<file path="src/pull_ctrl_pkg.sv">
// Package with register map, field positions and pad control types.
package pull_ctrl_pkg;

    // ------------------------------------------------------------------
    // Register map
    // ------------------------------------------------------------------
    localparam logic [15:0] P3_PULL_SELECT_ADDR   = 16'hf08c;
    localparam logic [15:0] P3_PULL_PWR_DOWN_ADDR = 16'hf08d;
    localparam logic [15:0] FUNC_PIN_PULL_ADDR    = 16'hf08e;

    localparam logic [7:0] P3_PULL_SELECT_RESET   = 8'hfc;
    localparam logic [7:0] P3_PULL_PWR_DOWN_RESET = 8'h00;
    localparam logic [7:0] FUNC_PIN_PULL_RESET    = 8'h00;
    localparam logic [7:0] P3_SELECT_WRITE_MASK   = 8'hfc;

    // ------------------------------------------------------------------
    // Field positions of the functional pin register, and the first port-3 pin with a pair
    // ------------------------------------------------------------------
    localparam int IRQ_SEL_BIT     = 0;
    localparam int IRQ_OFF_BIT     = 1;
    localparam int READY_SEL_BIT   = 2;
    localparam int READY_OFF_BIT   = 3;
    localparam int DMA_REQ_OFF_BIT = 4;
    localparam int DATA_BUS_OFF_BIT = 5;
    localparam int VBUS_OFF_BIT    = 6;
    localparam int DATA_LINE7_OFF_BIT = 7;
    localparam int P3_FIRST_PAIR_PIN = 2;

    // Enable pair for one pad with both resistors.
    typedef struct packed {
        logic pullup_en;
        logic pulldown_en;
    } pad_pull_type;

    // Microcontroller register access.
    typedef struct packed {
        logic        wr_en;
        logic        rd_en;
        logic [15:0] addr;
        logic [7:0]  wdata;
    } reg_access_type;

endpackage

</file>
<file path="src/pad_pull_decode.sv">
// Resistor enable decode for one pad with select and power-down bits.
`timescale 1ns/100ps
module pad_pull_decode
    import pull_ctrl_pkg::*;
(
    // Control bits
    input  wire logic         select_up_in,
    input  wire logic         power_off_in,
    // Resistor enables
    output pad_pull_type      pull_out
);

    // Power-down overrides the selection; otherwise exactly one is on.
    always_comb begin
        pull_out.pullup_en   = ~power_off_in & select_up_in;
        pull_out.pulldown_en = ~power_off_in & ~select_up_in;
    end

endmodule

</file>
<file path="src/pad_pull_resistor_control.sv">
// Pull resistor register bank for port 3 and functional pins.
`timescale 1ns/100ps
module pad_pull_resistor_control
    import pull_ctrl_pkg::*;
(
    // Clock and reset
    input  wire logic           mclk_in,
    input  wire logic           rstn_in,
    // Microcontroller register port
    input  reg_access_type      reg_in,
    output logic [7:0]          rdata_out,
    // Port-3 pads
    output logic [1:0]          p3_pullup_en_out,
    output pad_pull_type [7:2]  p3_pull_out,
    // Functional pads
    output pad_pull_type        irq_pin_pull_out,
    output pad_pull_type        ready_pin_pull_out,
    output logic                dma_req_pulldown_en_out,
    output logic                data_bus_pulldown_en_out,
    output logic                vbus_pulldown_en_out,
    output logic                data_line7_pulldown_en_out
);

    // ------------------------------------------------------------------
    // Overview
    // ------------------------------------------------------------------
    // Three byte registers sit on the microcontroller data bus: the
    // port-3 pull select, the port-3 pull power-down and the functional
    // pin pull configuration. A write strobe with a matching address
    // updates one register at the rising edge that samples it.
    //
    // Every pad control is flopped from the next register value, so a
    // pad follows its write at the same edge and never glitches from
    // decode logic. The price is one extra flop per pad control, which
    // is cheap next to a wrong pull on a floating pin.
    //
    // Reads are registered as well: the data shows one cycle after the
    // read strobe and then stands until the next read. A read and a
    // write to the same address in one cycle return the old contents.
    //
    // Unmapped addresses are ignored on write and read back as zero, so
    // the neighbouring registers of the same bus can live in other
    // blocks without any decode here.
    //
    // There is one clock and no pin input, so nothing here needs a
    // synchroniser; the register strobes come from logic on mclk_in.
    //
    // The block does not police the software order between select and
    // power-down bits. Firmware that clears a power-down bit before it
    // sets the select bit briefly connects the wrong resistor.

    // ------------------------------------------------------------------
    // Registers
    // ------------------------------------------------------------------
    logic [7:0] port3_pull_select_q;
    logic [7:0] port3_pull_power_down_q;
    logic [7:0] function_pin_pull_config_q;
    logic [7:0] port3_pull_select_d;
    logic [7:0] port3_pull_power_down_d;
    logic [7:0] function_pin_pull_config_d;
    logic [7:0] rdata_d;

    // Next register values; the select register low bits stay reserved.
    always_comb begin
        port3_pull_select_d        = port3_pull_select_q;
        port3_pull_power_down_d    = port3_pull_power_down_q;
        function_pin_pull_config_d = function_pin_pull_config_q;
        if (reg_in.wr_en) begin
            case (reg_in.addr)
                P3_PULL_SELECT_ADDR: begin
                    port3_pull_select_d = reg_in.wdata
                                          & P3_SELECT_WRITE_MASK;
                end
                P3_PULL_PWR_DOWN_ADDR: begin
                    port3_pull_power_down_d = reg_in.wdata;
                end
                FUNC_PIN_PULL_ADDR: begin
                    function_pin_pull_config_d = reg_in.wdata;
                end
                default: begin
                end
            endcase
        end
    end

    // Port-3 select storage; all six pins pick the pull-up after reset.
    always_ff @(posedge mclk_in or negedge rstn_in) begin
        if (!rstn_in) begin
            port3_pull_select_q <= P3_PULL_SELECT_RESET;
        end else begin
            port3_pull_select_q <= port3_pull_select_d;
        end
    end

    // Port-3 power-down storage; no pin is powered down after reset, so each pin has its selected resistor on.
    always_ff @(posedge mclk_in or negedge rstn_in) begin
        if (!rstn_in) begin
            port3_pull_power_down_q <= P3_PULL_PWR_DOWN_RESET;
        end else begin
            port3_pull_power_down_q <= port3_pull_power_down_d;
        end
    end

    // Functional pin storage; reset puts interrupt and ready on pull-down.
    // A cleared register also leaves every single pull-down connected,
    // which keeps the data bus quiet until the bridge drives it.
    always_ff @(posedge mclk_in or negedge rstn_in) begin
        if (!rstn_in) begin
            function_pin_pull_config_q <= FUNC_PIN_PULL_RESET;
        end else begin
            function_pin_pull_config_q <= function_pin_pull_config_d;
        end
    end

    // ------------------------------------------------------------------
    // Read path
    // ------------------------------------------------------------------

    // Read data is registered; unmapped addresses return zero.
    // Without a read strobe the old data is kept, so a slow master may
    // pick it up any number of cycles later. Reserved select bits come
    // back as zero because they are never stored.
    always_comb begin
        rdata_d = rdata_out;
        if (reg_in.rd_en) begin
            case (reg_in.addr)
                P3_PULL_SELECT_ADDR:   rdata_d = port3_pull_select_q;
                P3_PULL_PWR_DOWN_ADDR: rdata_d = port3_pull_power_down_q;
                FUNC_PIN_PULL_ADDR:    rdata_d = function_pin_pull_config_q;
                default:               rdata_d = 8'h00;
            endcase
        end
    end

    // Read data flop; it clears to zero with reset, unlike the pad outputs, which reset to their enabled pulls.
    always_ff @(posedge mclk_in or negedge rstn_in) begin
        if (!rstn_in) begin
            rdata_out <= 8'h00;
        end else begin
            rdata_out <= rdata_d;
        end
    end

    // ------------------------------------------------------------------
    // Pad decode
    // ------------------------------------------------------------------
    // Decoded pad enables, taken from next register values.
    pad_pull_type [7:2] p3_pull_d;
    pad_pull_type       irq_pull_d;
    pad_pull_type       ready_pull_d;

    // Port-3 pins 2..7 each have a select and a power-down bit.
    // Pins 0 and 1 have a pull-up only and are handled at the outputs.
    for (genvar pin = P3_FIRST_PAIR_PIN; pin < 8; pin++) begin : g_p3
        pad_pull_decode u_dec (
            .select_up_in (port3_pull_select_d[pin]),
            .power_off_in (port3_pull_power_down_d[pin]),
            .pull_out     (p3_pull_d[pin])
        );
    end

    // Interrupt and ready pins use the same select and power-down pair.
    pad_pull_decode u_irq_dec (
        .select_up_in (function_pin_pull_config_d[IRQ_SEL_BIT]),
        .power_off_in (function_pin_pull_config_d[IRQ_OFF_BIT]),
        .pull_out     (irq_pull_d)
    );

    pad_pull_decode u_ready_dec (
        .select_up_in (function_pin_pull_config_d[READY_SEL_BIT]),
        .power_off_in (function_pin_pull_config_d[READY_OFF_BIT]),
        .pull_out     (ready_pull_d)
    );

    // Pad outputs are flopped from next-state so they track the register
    // in the same cycle; this keeps the outputs glitch free at the pads.
    // Each group has its own flop process, so a change to one group's
    // reset or decode cannot disturb the others.

    // Port-3 pads: pins 0 and 1 carry a pull-up only, the rest a pair.
    always_ff @(posedge mclk_in or negedge rstn_in) begin
        if (!rstn_in) begin
            p3_pullup_en_out <= 2'h3;
            p3_pull_out      <= {6{2'h2}};
        end else begin
            p3_pullup_en_out <= ~port3_pull_power_down_d[1:0];
            p3_pull_out      <= p3_pull_d;
        end
    end

    // Interrupt and ready pads: both sit on their pull-down after reset.
    always_ff @(posedge mclk_in or negedge rstn_in) begin
        if (!rstn_in) begin
            irq_pin_pull_out   <= 2'h1;
            ready_pin_pull_out <= 2'h1;
        end else begin
            irq_pin_pull_out   <= irq_pull_d;
            ready_pin_pull_out <= ready_pull_d;
        end
    end

    // Single pull-downs: a set bit disconnects the resistor, so each
    // output is the inverse of its bit. Data line 7 has its own bit
    // apart from the rest of the data bus, so it can stay pulled while
    // the other lines are released.
    always_ff @(posedge mclk_in or negedge rstn_in) begin
        if (!rstn_in) begin
            dma_req_pulldown_en_out    <= 1'b1;
            data_bus_pulldown_en_out   <= 1'b1;
            vbus_pulldown_en_out       <= 1'b1;
            data_line7_pulldown_en_out <= 1'b1;
        end else begin
            dma_req_pulldown_en_out <=
                ~function_pin_pull_config_d[DMA_REQ_OFF_BIT];
            data_bus_pulldown_en_out <=
                ~function_pin_pull_config_d[DATA_BUS_OFF_BIT];
            vbus_pulldown_en_out <=
                ~function_pin_pull_config_d[VBUS_OFF_BIT];
            data_line7_pulldown_en_out <=
                ~function_pin_pull_config_d[DATA_LINE7_OFF_BIT];
        end
    end

endmodule

</file>
<file path="config.mk">
export PLATFORM = sky130hd
export DESIGN_NAME = pad_pull_resistor_control
export DESIGN_NICKNAME = d
export VERILOG_FILES = /design/src/pull_ctrl_pkg.sv /design/src/pad_pull_decode.sv /design/src/pad_pull_resistor_control.sv
export SDC_FILE = /design/constraint.sdc
export NUM_CORES = 1
export LEC_CHECK = 0
export BUFFER_PORTS_ARGS = -buffer_cell sky130_fd_sc_hd__buf_2
export CAP_MARGIN = 40
export CORE_MARGIN = 2
export CORE_UTILIZATION = 30
export CTS_BUF_LIST = sky130_fd_sc_hd__clkbuf_4 sky130_fd_sc_hd__clkbuf_8 sky130_fd_sc_hd__clkbuf_16
export CTS_CLUSTER_SIZE = 14
export DETAILED_ROUTE_END_ITERATION = 12
export SETUP_SLACK_MARGIN = 0.4
export SYNTH_ARGS = -nofsm -noshare
export SYNTH_HDL_FRONTEND = slang
export SYNTH_SLANG_ARGS = --single-unit
</file>
<file path="constraint.sdc">
create_clock -name mclk_in -period 1.2 [get_ports mclk_in]
set_clock_uncertainty 0.1 [all_clocks]
set_input_delay 0 -clock mclk_in [delete_from_list [all_inputs] [get_ports mclk_in]]
set_output_delay 0 -clock mclk_in [all_outputs]
set_load 0.05 [all_outputs]
</file>
# After elaboration in Yosys (flattened, before gate mapping)

Index checks and enable logic that the tools add are counted.

Input bits: 28
Output and inout bits: 30
Register bits after elaboration: 52
Logic and storage cells: 72

Multiplexer cells: 7
Equality and inequality tests: 3
Bitwise logic cells: 37

Operators by type and width:

| operator                              | count |
|---|---|
| 16-bit == test, second input constant | 3 |
| 8-bit two-way mux                     | 6 |
| 8-bit case mux with 3 select lines    | 1 |
| 1-bit inverter                        | 20 |
| 1-bit bitwise AND                     | 16 |
| 2-bit inverter                        | 1 |

# Longest topological paths before layout

Gate-level depths: netlist (run 1).

Depth in word-level cells: 5
Mapped depth: 7
Mapped depth without buffers: 4

# Modules after synthesis

Synthesis (run 1) repeated with hierarchy kept, for this count alone.

Cell total of the unflattened synthesis: 146
Area total of the unflattened synthesis: 2,169.6 sq um

By module, submodules not included:

| module                    | cells each | sequential area each (sq um) | instances | area an instance (sq um) |
|---|---|---|---|---|
| pad_pull_resistor_control | 130        | 1,326.3                      | 1         | 2,029.4 |
| pad_pull_decode           | 2          | 0.0                          | 8         | 17.5 |

# Worst setup path before layout (run 1)

OpenSTA, ideal clock, no wires.

Path type: input to register
Start point: input port reg_in[17] in the netlist's numbering
End point: register function_pin_pull_config_q[3]
Stages: 7
Path buffers: 3
Data required time: 975 ps
Arrival: 1,745 ps
Setup slack: -770 ps
Cell sequence: or4_4 -> buf_6 -> nor4_1 -> and3_1 -> buf_2 -> buf_4 -> mux2_2

Cells in the longest elaborated chain, start to end: 3

RTL lines:

| item                                    | RTL line                         | text |
|---|---|---|
| start: declaration                      | pad_pull_resistor_control.sv:10  | `input reg_access_type reg_in,` |
| 16-bit == test                          | pad_pull_resistor_control.sv:69  | `case (reg_in.addr)` |
| 8-bit two-way mux                       | pad_pull_resistor_control.sv:69  |  |
| 8-bit two-way mux                       | pad_pull_resistor_control.sv:68  | `if (reg_in.wr_en) begin` |
| named net function_pin_pull_config_d[3] | pad_pull_resistor_control.sv:60  | `logic [7:0] function_pin_pull_config_d;` |
| end signal: assignment                  | pad_pull_resistor_control.sv:111 | `function_pin_pull_config_q <= function_pin_pull_config_d;` |
| end: declaration                        | pad_pull_resistor_control.sv:57  | `logic [7:0] function_pin_pull_config_q;` |

The timed path passes the listed nets, and every way through them passes these cells.
A chain may end at the register's enable or synchronous reset.

==> results.ini, run 1 <==
[run_status]
outcome=complete, but fails checks
violations=negative hold slack, negative setup slack

[final_layout]
fill_cells=736
antenna_cells=0
regArea_um2=1330
final_cells=419
drive_gt1_share_pct=62.7
nets=341
final_cell_area_um2=3980
final_util_pct=49.2
multiInputGateArea_um2=1280
area_growth_pct=61.3

[power_and_ir_drop]
p_leak_nw=1.75
power_mw=3.03
ir_drop_mv=0.397
power_density_nw_per_um2=762

[setup_path]
cp_max_fo=10
cp_data_arrival_time_ns=1.64
critPathCaptureType=register
cp-start-kind=primary input
reg2reg_slack_ns=0.12
critical_path_class=primary input to register
worst_ep_required_time_ns=1.28

[route]
totalWireLength_um=6800
ant_nets=0
post-route-drc-count=0
avgViaCountPerCell=5.07
drtIter0Drc=59
routedWlPerCell_um=16.2
vias=2124
dr.pass1.iters=4

[cts]
cts_htree_levels=2
cts_hold_buf=7
cts_root_buffer=clkbuf_8
cts_buffer_depth=2
clk_pin_slew_ns=0.08
cts_buffers=5
cts_tree=built
clock_latency_ns=0.30
clock-sinks=52

[logic_synthesis]
ys.flop_type=dfrtp_1
synthArstFlopShare_pct=100
synthAdderAreaFrac_pct=0
synth_area_leaders=dfrtp_1 (32%), dfstp_2 (21%), mux2_2 (5.5%), mux2i_1 (3.2%), a211oi_2 (3.0%)
synth.top_cell.area_share_pct=32.4
synthDistinctLibCells=38
synthesis.nets=229
yosys_warnings=0
yosys_register_bits=52
synth_most_common_cell=dfrtp_1
synth_top_family_by_area=simple AND/OR/NAND/NOR gates
yosysSeqAreaShare_pct=53.7
synth.top_cells.by_count=dfrtp_1 (32), dfstp_2 (20), nand2_1 (15)
yosysTopAreaCell=dfrtp_1
synth_cells=201
synthMuxAreaShare_pct=8.72
synth_xor_area_share_pct=0
synth_edf_count=0
synth_area_um2=2470
synth-compound-area-share_pct=15.9
syn_avg_cell_area_um2=12.3
synth-simple-area-share_pct=18.4

[die]
io_pins=58
coreArea_um2=8090
die_area_um2=8970
die_y_um=94.7
die-width_um=94.7
num_rows=33
initial_core_util_pct=30.5

[sta]
fin_setup_tns_ns=-14.15
max_freq_mhz=639
setup_viol=52
timing.hold.ws_ns=-0.125
hold_viol=12
maxSlewViolCount=0
finalCritPeriodShare_pct=130
tightest_slew_ns=0.297
post-route-min-period_ns=1.57
rsz0062_at_grt=true
slew_headroom_pct=80.2
worst_slack_ns=-0.365

[place]
pre_cts_slack_ns=-0.695
dpl_cell_area_um2=3200
io_buffers=57
place_congestion=0.772
place_hpwl_um=4320
dpl.cell_count=391

[global_route]
grt_pass1_vias=2141
grt_pass1_wl_um=10800
grt_util_all_layers_pct=15.7
grt-ovfl-total=0
grt_max_degree=53
grt_antenna_before_repair=0

[job]
cap_violations=0

[min_path]
hp-class=primary input to register

-- final timing paths --
path / to / cells after the start / start
min in group asynchronous: irq_pin_pull_out[1] / 3 / rstn_in
worst max register to register: port3_pull_power_down_q[4] / 2 / port3_pull_power_down_q[4]
worst max-delay path: p3_pull_out[0] / 5 / reg_in[8]
worst min-delay path: p3_pull_out[0] / 2 / reg_in[2]
max in group asynchronous: p3_pull_out[1] / 3 / rstn_in
worst min register to register: p3_pullup_en_out[0] / 1 / port3_pull_power_down_q[0]
-- report_power, final --
group	total, mW	switching (mW)	leakage, nW	internal, mW
clock	1.02	0.562	0.0491	0.456
combinational	0.258	0.145	1.08	0.113
sequential	1.76	0.000495	0.624	1.76
total	3.03	0.708	1.75	2.32
-- layout make-up --
cell class                      instances  share of cell area, %
Sequential cell                        52                   33.3
Tap cell                              105                   3.30
Inverter                                5                  0.471
Multi-Input combinational cell        134                   32.2
Clock buffer                            7                   2.10
Clock inverter                          1                  0.126
Timing Repair Buffer                  115                   28.5
-- flip-flops by register name, summed over array words and instances, names as in the netlist --
name and cells:
p3_pull_out 12, ready_pin_pull_out 2, p3_pullup_en_out 2, port3_pull_power_down_q 8, port3_pull_select_q 6, rdata_out 8, irq_pin_pull_out 2, vbus_pulldown_en_out 1
dma_req_pulldown_en_out 1, function_pin_pull_config_q 8, data_bus_pulldown_en_out 1, data_line7_pulldown_en_out 1
-- timing repair --
action	CTS	global route
setup endpoints to repair	82	82
gates resized for setup	112	18
setup buffers	9	2
endpoints found under the hold margin	89	11
cloned	1	1
pin swaps	18	7
-- routing by layer --
layer | track usage, % | wire [µm] | vias up
li1 | - | - | 987
met1 | 20.7 | 2940 | 1060
met2 | 27.4 | 3480 | 66
met3 | 2.15 | 275 | 11
met4 | 3.26 | 107 | 0
met5 | 0 | 0 | -
-- critical path, cell delays in order --
cell and delay (ns):
buf_6 0.10, or4bb_1 0.49, or4_4 0.66, o2bb2ai_4 0.29, a211oi_2 0.11
-- kinds of logic (layout without fill, tap and decap cells) --
group	after synthesis	in the layout
compound gates	47	47
flops	52	52
buf+inv	15	128
simple gates	67	67
mux	20	20
-- cells in the final DEF (no fill, tap or decap), types with 5 or more instances in the layout --
master         synthesis  final
a211oi_2               6      8
nand2_1               15     11
nand2b_1              11     11
dfrtp_1               32     32
dfstp_2               20     20
mux2_2                12      6
a21boi_2               0      5
o21ai_2                0      5
mux2i_1                8      8
a32oi_1                6      6
o21a_1                 6      6
dlygate4sd3_1          0      7
inv_1                  5      5
nor2_1                 5      5
a22oi_2                0      7
buf_2                  1     23
clkbuf_8               0      5
and4_1                 6      6
buf_4                  2     31
buf_6                  2     35
nand4b_1               6      6
mux2_4                 0      6
buf_8                  0     14
Note: power is estimated with default switching activity, not from simulation.
==> run 2: changes to the inputs <==
--- a/config.mk
+++ b/config.mk
@@ -8,10 +8,11 @@
 export BUFFER_PORTS_ARGS = -buffer_cell sky130_fd_sc_hd__buf_2
 export CAP_MARGIN = 40
 export CORE_MARGIN = 2
-export CORE_UTILIZATION = 30
+export CORE_UTILIZATION = 53
 export CTS_BUF_LIST = sky130_fd_sc_hd__clkbuf_4 sky130_fd_sc_hd__clkbuf_8 sky130_fd_sc_hd__clkbuf_16
 export CTS_CLUSTER_SIZE = 14
 export DETAILED_ROUTE_END_ITERATION = 12
+export PLACE_DENSITY = 0.79
 export SETUP_SLACK_MARGIN = 0.4
 export SYNTH_ARGS = -nofsm -noshare
 export SYNTH_HDL_FRONTEND = slang
==> run 2 against run 1 <==
- the run still ends with negative hold slack, negative setup slack left
- first-iteration DRC count grew to 4.6 times the previous value
- utilization is 44 points higher
- design area is 3.1% higher
- total power is 5.1% higher
- highest routed layer unchanged
- critical endpoint is now p3_pull_out[2]
- die area is 42% lower
==> results.ini, run 2 (synthesis results as in run 1) <==
[setup_path]
cp_max_fo=6  ; was 10
critical_path_class=primary input to register  ; unchanged
cp_data_arrival_time_ns=1.72  ; was 1.64 ns
worst_ep_required_time_ns=1.29  ; was 1.28 ns
cp-start-kind=primary input  ; unchanged
critPathCaptureType=register  ; unchanged

[route]
avgViaCountPerCell=6.77  ; was 5.07
post-route-drc-count=0  ; unchanged
dr.pass1.iters=5  ; was 4
totalWireLength_um=9870  ; was 6800 µm
drtIter0Drc=273  ; was 59
vias=2490  ; was 2124
routedWlPerCell_um=26.8  ; was 16.2 µm
ant_nets=0  ; unchanged

[final_layout]
area_growth_pct=66.3  ; was 61.3%
drive_gt1_share_pct=64.9  ; was 62.7%
largest-register=p3_pull_out  ; unchanged
nets=343  ; was 341
largest_reg_flops=12  ; unchanged
fill_cells=130  ; was 736
antenna_cells=0  ; unchanged
layout_commonest_cell=buf_6  ; unchanged
final_cells=368  ; was 419
mostFrequentLayoutCells=buf_6 (35), dfrtp_1 (32), buf_4 (26)  ; was buf_6 (35), dfrtp_1 (32), buf_4 (31)

[global_route]
grt_max_degree=53  ; unchanged
grt_pass1_wl_um=14000  ; was 10800 µm
grt_pass1_vias=2611  ; was 2141
grt_util_all_layers_pct=36.3  ; was 15.7%
grt_antenna_before_repair=0  ; unchanged
grt-ovfl-total=0  ; unchanged

[job]
cap_violations=0  ; unchanged

[sta]
hold_viol=4  ; was 12
timing.hold.ws_ns=-0.0540  ; was -0.125 ns
tightest_slew_ns=0.362  ; was 0.297 ns
finalCritPeriodShare_pct=136  ; was 130%
max_freq_mhz=614  ; was 639 MHz
post-route-min-period_ns=1.63  ; was 1.57 ns
rsz0062_at_grt=true  ; unchanged
maxSlewViolCount=0  ; unchanged
slew_headroom_pct=75.9  ; was 80.2%
setup_viol=52  ; unchanged
worst_slack_ns=-0.428  ; was -0.365 ns

[power_and_ir_drop]
ir_drop_mv=0.628  ; was 0.397 mV
power_density_nw_per_um2=777  ; was 762 nW/µm²
p_leak_nw=1.76  ; was 1.75 nW

[cts]
clock_latency_ns=0.31  ; was 0.30 ns
clk_pin_slew_ns=0.10  ; was 0.08 ns
cts_htree_levels=2  ; unchanged
cts_tree=built  ; unchanged
cts_hold_buf=9  ; was 7
cts_buffers=5  ; unchanged
cts_buffer_depth=2  ; unchanged
cts_root_buffer=clkbuf_8  ; unchanged
clock-sinks=52  ; unchanged

[place]
dpl.cell_count=335  ; was 391
io_buffers=57  ; unchanged
place_congestion=0.847  ; was 0.772
place_hpwl_um=3970  ; was 4320 µm

[die]
initial_core_util_pct=55.9  ; was 30.5%
coreArea_um2=4410  ; was 8090 µm²
num_rows=24  ; was 33
die-width_um=72.2  ; was 94.7 µm
die_area_um2=5220  ; was 8970 µm²
io_pins=58  ; unchanged
die_y_um=72.2  ; was 94.7 µm

[min_path]
hp-class=primary input to register  ; unchanged

[run_status]
outcome=complete, but fails checks  ; unchanged
violations=negative hold slack, negative setup slack  ; unchanged

## run 2: path summary, 6_finish.rpt
path	end	startpoint	slack (ns)	cells after the start
setup reg to reg	p3_pull_out[2]	port3_pull_power_down_q[3]	0	3
min in group asynchronous	rdata_out[4]	rstn_in	0.12	3
hold reg to reg	data_bus_pulldown_en_out	function_pin_pull_config_q[5]	0.39	1
max in group asynchronous	port3_pull_select_q[5]	rstn_in	0.59	3
setup / recovery	p3_pull_out[2]	reg_in[14]	-0.43	5
hold / removal	p3_pull_out[2]	reg_in[3]	-0.05	2
## run 2: per-layer routing
layer  track usage (%)  share of wire [%]  up-vias
met1              41.2                 34     1222
li1                  -                  -      986
met4              21.4                4.8        0
met3              7.50                 10       48
met2              62.8                 51      234
met5                 0                  0        -
## run 2: metrics by stage
stage	setup TNS (ns)	area [µm²]	utilization (%)	setup slack, ns	total power, mW
2_1_floorplan	-23.98	2540	-	-0.560	1.85
3_3_place_gp	-30.06	3110	70.5	-0.694	1.99
3_5_place_dp	-32.10	3110	70.5	-0.723	2.00
4_1_cts	-13.48	4000	90.6	-0.351	3.12
5_1_grt	-18.68	4110	93.0	-0.458	3.26
6_report	-17.29	4110	93.0	-0.428	3.19
## run 2: critical path: stages
cell and delay [ns]:
buf_8 0.10, or4bb_4 0.55, or4_4 0.64, o2bb2ai_4 0.29
a211oi_2 0.13
## run 2: final cells by class
cell class / instances / area, µm² / area share, %
inverter: 5 / 18.8 / 0.457
timing repair buffer: 116 / 1190 / 29.1
multi-input combinational: 135 / 1400 / 34.2
sequential: 52 / 1330 / 32.3
clock inverter: 2 / 15.0 / 0.366
tap: 52 / 65.1 / 1.58
clock buffer: 6 / 82.6 / 2.01
## run 2: power by group
group | switching [mW] | leakage (nW) | internal [mW]
registers | 0.000623 | 0.624 | 1.76
clock network | 0.641 | 0.0434 | 0.469
logic | 0.179 | 1.10 | 0.143
## run 2: what timing repair did
| item | in CTS | in global routing |
|---|---|---|
| buffers inserted | 11 | 2 |
| pin swaps | 42 | 15 |
| resized for setup | 137 | 17 |
| hold endpoints to repair | 96 | 5 |
| setup endpoints to repair | 82 | 82 |
| gates cloned | 3 | 0 |
==> run 3: changes to the inputs <==
--- a/config.mk
+++ b/config.mk
@@ -13,6 +13,7 @@
 export CTS_CLUSTER_SIZE = 14
 export DETAILED_ROUTE_END_ITERATION = 12
 export PLACE_DENSITY = 0.79
+export RECOVER_POWER = 50
 export SETUP_SLACK_MARGIN = 0.4
 export SYNTH_ARGS = -nofsm -noshare
 export SYNTH_HDL_FRONTEND = slang
==> run 3 against run 2 <==
- critical path depth unchanged
- maximum frequency about the same
- sequential cell count unchanged
- combinational power down 2%
- via count up 0.24%
- total power down 0.15%
- wire length about the same
- register-to-register slack about the same
- highest routed layer unchanged
- sequential power about the same
- first-iteration DRC count up 1.1%
- die area unchanged
- the flow still finishes with violations (negative hold slack, negative setup slack)
- setup slack better by 0.0011 ns
==> results.ini, run 3 (synthesis results as in run 1) <==
[place]
io_buffers=57  ; unchanged
place_hpwl_um=3970  ; unchanged
place_congestion=0.847  ; unchanged

[global_route]
grt_util_all_layers_pct=36.3  ; unchanged
met3_usage_pct=7.50  ; unchanged
busiest_layer=met2  ; unchanged
grt_pass1_wl_um=14000  ; unchanged
use_met2_pct=62.8  ; unchanged
grt_max_degree=53  ; unchanged
grt_use_met1_pct=41.2  ; unchanged
grt-ovfl-total=0  ; unchanged
grt_pass1_vias=2611  ; unchanged
grt_antenna_before_repair=0  ; unchanged

[cts]
cts_tree=built  ; unchanged
cts_buffers=5  ; unchanged
cts_hold_buf=9  ; unchanged
clock-sinks=52  ; unchanged
cts_root_buffer=clkbuf_8  ; unchanged
clock_latency_ns=0.31  ; about the same
clk_pin_slew_ns=0.10  ; about the same
cts_htree_levels=2  ; unchanged
cts_buffer_depth=2  ; unchanged

[route]
totalWireLength_um=9880  ; was 9870 µm
vias=2496  ; was 2490
ant_nets=0  ; unchanged
dr.pass1.iters=5  ; unchanged
drtIter0Drc=276  ; was 273
avgViaCountPerCell=6.78  ; was 6.77
post-route-drc-count=0  ; unchanged
routedWlPerCell_um=26.8  ; about the same

[die]
initial_core_util_pct=55.9  ; unchanged
die_y_um=72.2  ; unchanged
die_area_um2=5220  ; unchanged
io_pins=58  ; unchanged
num_rows=24  ; unchanged
die-width_um=72.2  ; unchanged
coreArea_um2=4410  ; unchanged

[setup_path]
critical_path_class=primary input to register  ; unchanged
cp-start-kind=primary input  ; unchanged
critPathCaptureType=register  ; unchanged
worst_ep_required_time_ns=1.29  ; about the same
cp_data_arrival_time_ns=1.72  ; about the same
cp_max_fo=6  ; unchanged

[sta]
worst_slack_ns=-0.427  ; was -0.428 ns
setup_viol=52  ; unchanged
slew_headroom_pct=52.7  ; was 75.9%
hold_viol=4  ; unchanged
post-route-min-period_ns=1.63  ; about the same
maxSlewViolCount=0  ; unchanged
fin_setup_tns_ns=-17.28  ; was -17.29 ns
finalCritPeriodShare_pct=136  ; about the same
rsz0062_at_grt=true  ; unchanged
max_freq_mhz=615  ; was 614 MHz
tightest_slew_ns=0.710  ; was 0.362 ns
timing.hold.ws_ns=-0.0542  ; was -0.0540 ns

[power_and_ir_drop]
power_density_nw_per_um2=778  ; was 777 nW/µm²
power_mw=3.18  ; was 3.19 mW
p_leak_nw=1.76  ; about the same
ir_drop_mv=0.628  ; about the same

[final_layout]
nets=343  ; unchanged
area_growth_pct=65.8  ; was 66.3%
fill_cells=132  ; was 130
largest-register=p3_pull_out  ; unchanged
drive_gt1_share_pct=64.9  ; unchanged
layout_commonest_cell=buf_6  ; unchanged
mostFrequentLayoutCells=buf_6 (35), dfrtp_1 (32), buf_4 (26)  ; unchanged
regArea_um2=1330  ; unchanged
antenna_cells=0  ; unchanged
multiInputGateArea_um2=1400  ; unchanged
largest_reg_flops=12  ; unchanged

[min_path]
hp-class=primary input to register  ; unchanged

[run_status]
outcome=complete, but fails checks  ; unchanged
violations=negative hold slack, negative setup slack  ; unchanged

[job]
cap_violations=0  ; unchanged

-- run 3: cell types whose count changed in the layout (fill, tap and decap cells not counted), sizes merged --
cell,delta
buf,-1
clkbuf,+1
-- run 3: final cells by class --
class | instances | share of cell area, %
clock buffer | 6 | 2.02
clock inverter | 2 | 0.367
inverter | 5 | 0.458
multi-input combinational | 135 | 34.3
sequential | 52 | 32.4
tap | 52 | 1.59
timing repair buffer | 116 | 28.9
-- run 3: stage by stage --
stage                     worst slack (ns)  area [µm²]  util [%]  hold WS, ns  std cells
final                               -0.427        4090      92.7      -0.0542        368
after global routing                -0.458        4090      92.7      -0.0552        368
after CTS                           -0.351        4000      90.6       -0.121        366
after detailed placement            -0.723        3110      70.5      -0.0912        335
after global placement              -0.694        3110      70.5      -0.0907        335
after floorplan                     -0.560        2540         -       -0.396        201
-- run 3: per-layer routing --
layer  up-vias  part of all wire, %
met4         0                  4.5
met5         -                    0
li1        987                    -
met1      1222                   34
met3        47                   11
met2       240                   51
-- run 3: path summary, 6_finish.rpt --
path,start,to,slack [ns],cells after the start
max reg2reg,port3_pull_power_down_q[3],p3_pull_out[2],0,3
min reg2reg,function_pin_pull_config_q[5],data_bus_pulldown_en_out,0.39,1
min,reg_in[3],p3_pull_out[2],-0.05,2
min in group asynchronous,rstn_in,rdata_out[4],0.30,3
max in group asynchronous,rstn_in,p3_pull_out[6],0.24,3
max,reg_in[14],p3_pull_out[2],-0.43,5
-- run 3: timing repair --
| action | CTS | global route |
|---|---|---|
| setup endpoints to repair | 82 | 82 |
| gates resized for setup | 137 | 17 |
| setup buffers | 11 | 2 |
| gates cloned | 3 | 0 |
| pin swaps | 42 | 15 |
| endpoints found under the hold margin | 96 | 5 |
-- run 3: power breakdown --
part           internal (mW)  switching (mW)
Clock                  0.469           0.642
Combinational          0.138           0.178
Sequential              1.76        0.000622
-- run 3: critical path: stages --
cell and delay (ns):
buf_8 0.10, or4bb_4 0.55, or4_4 0.64, o2bb2ai_4 0.29, a211oi_2 0.13
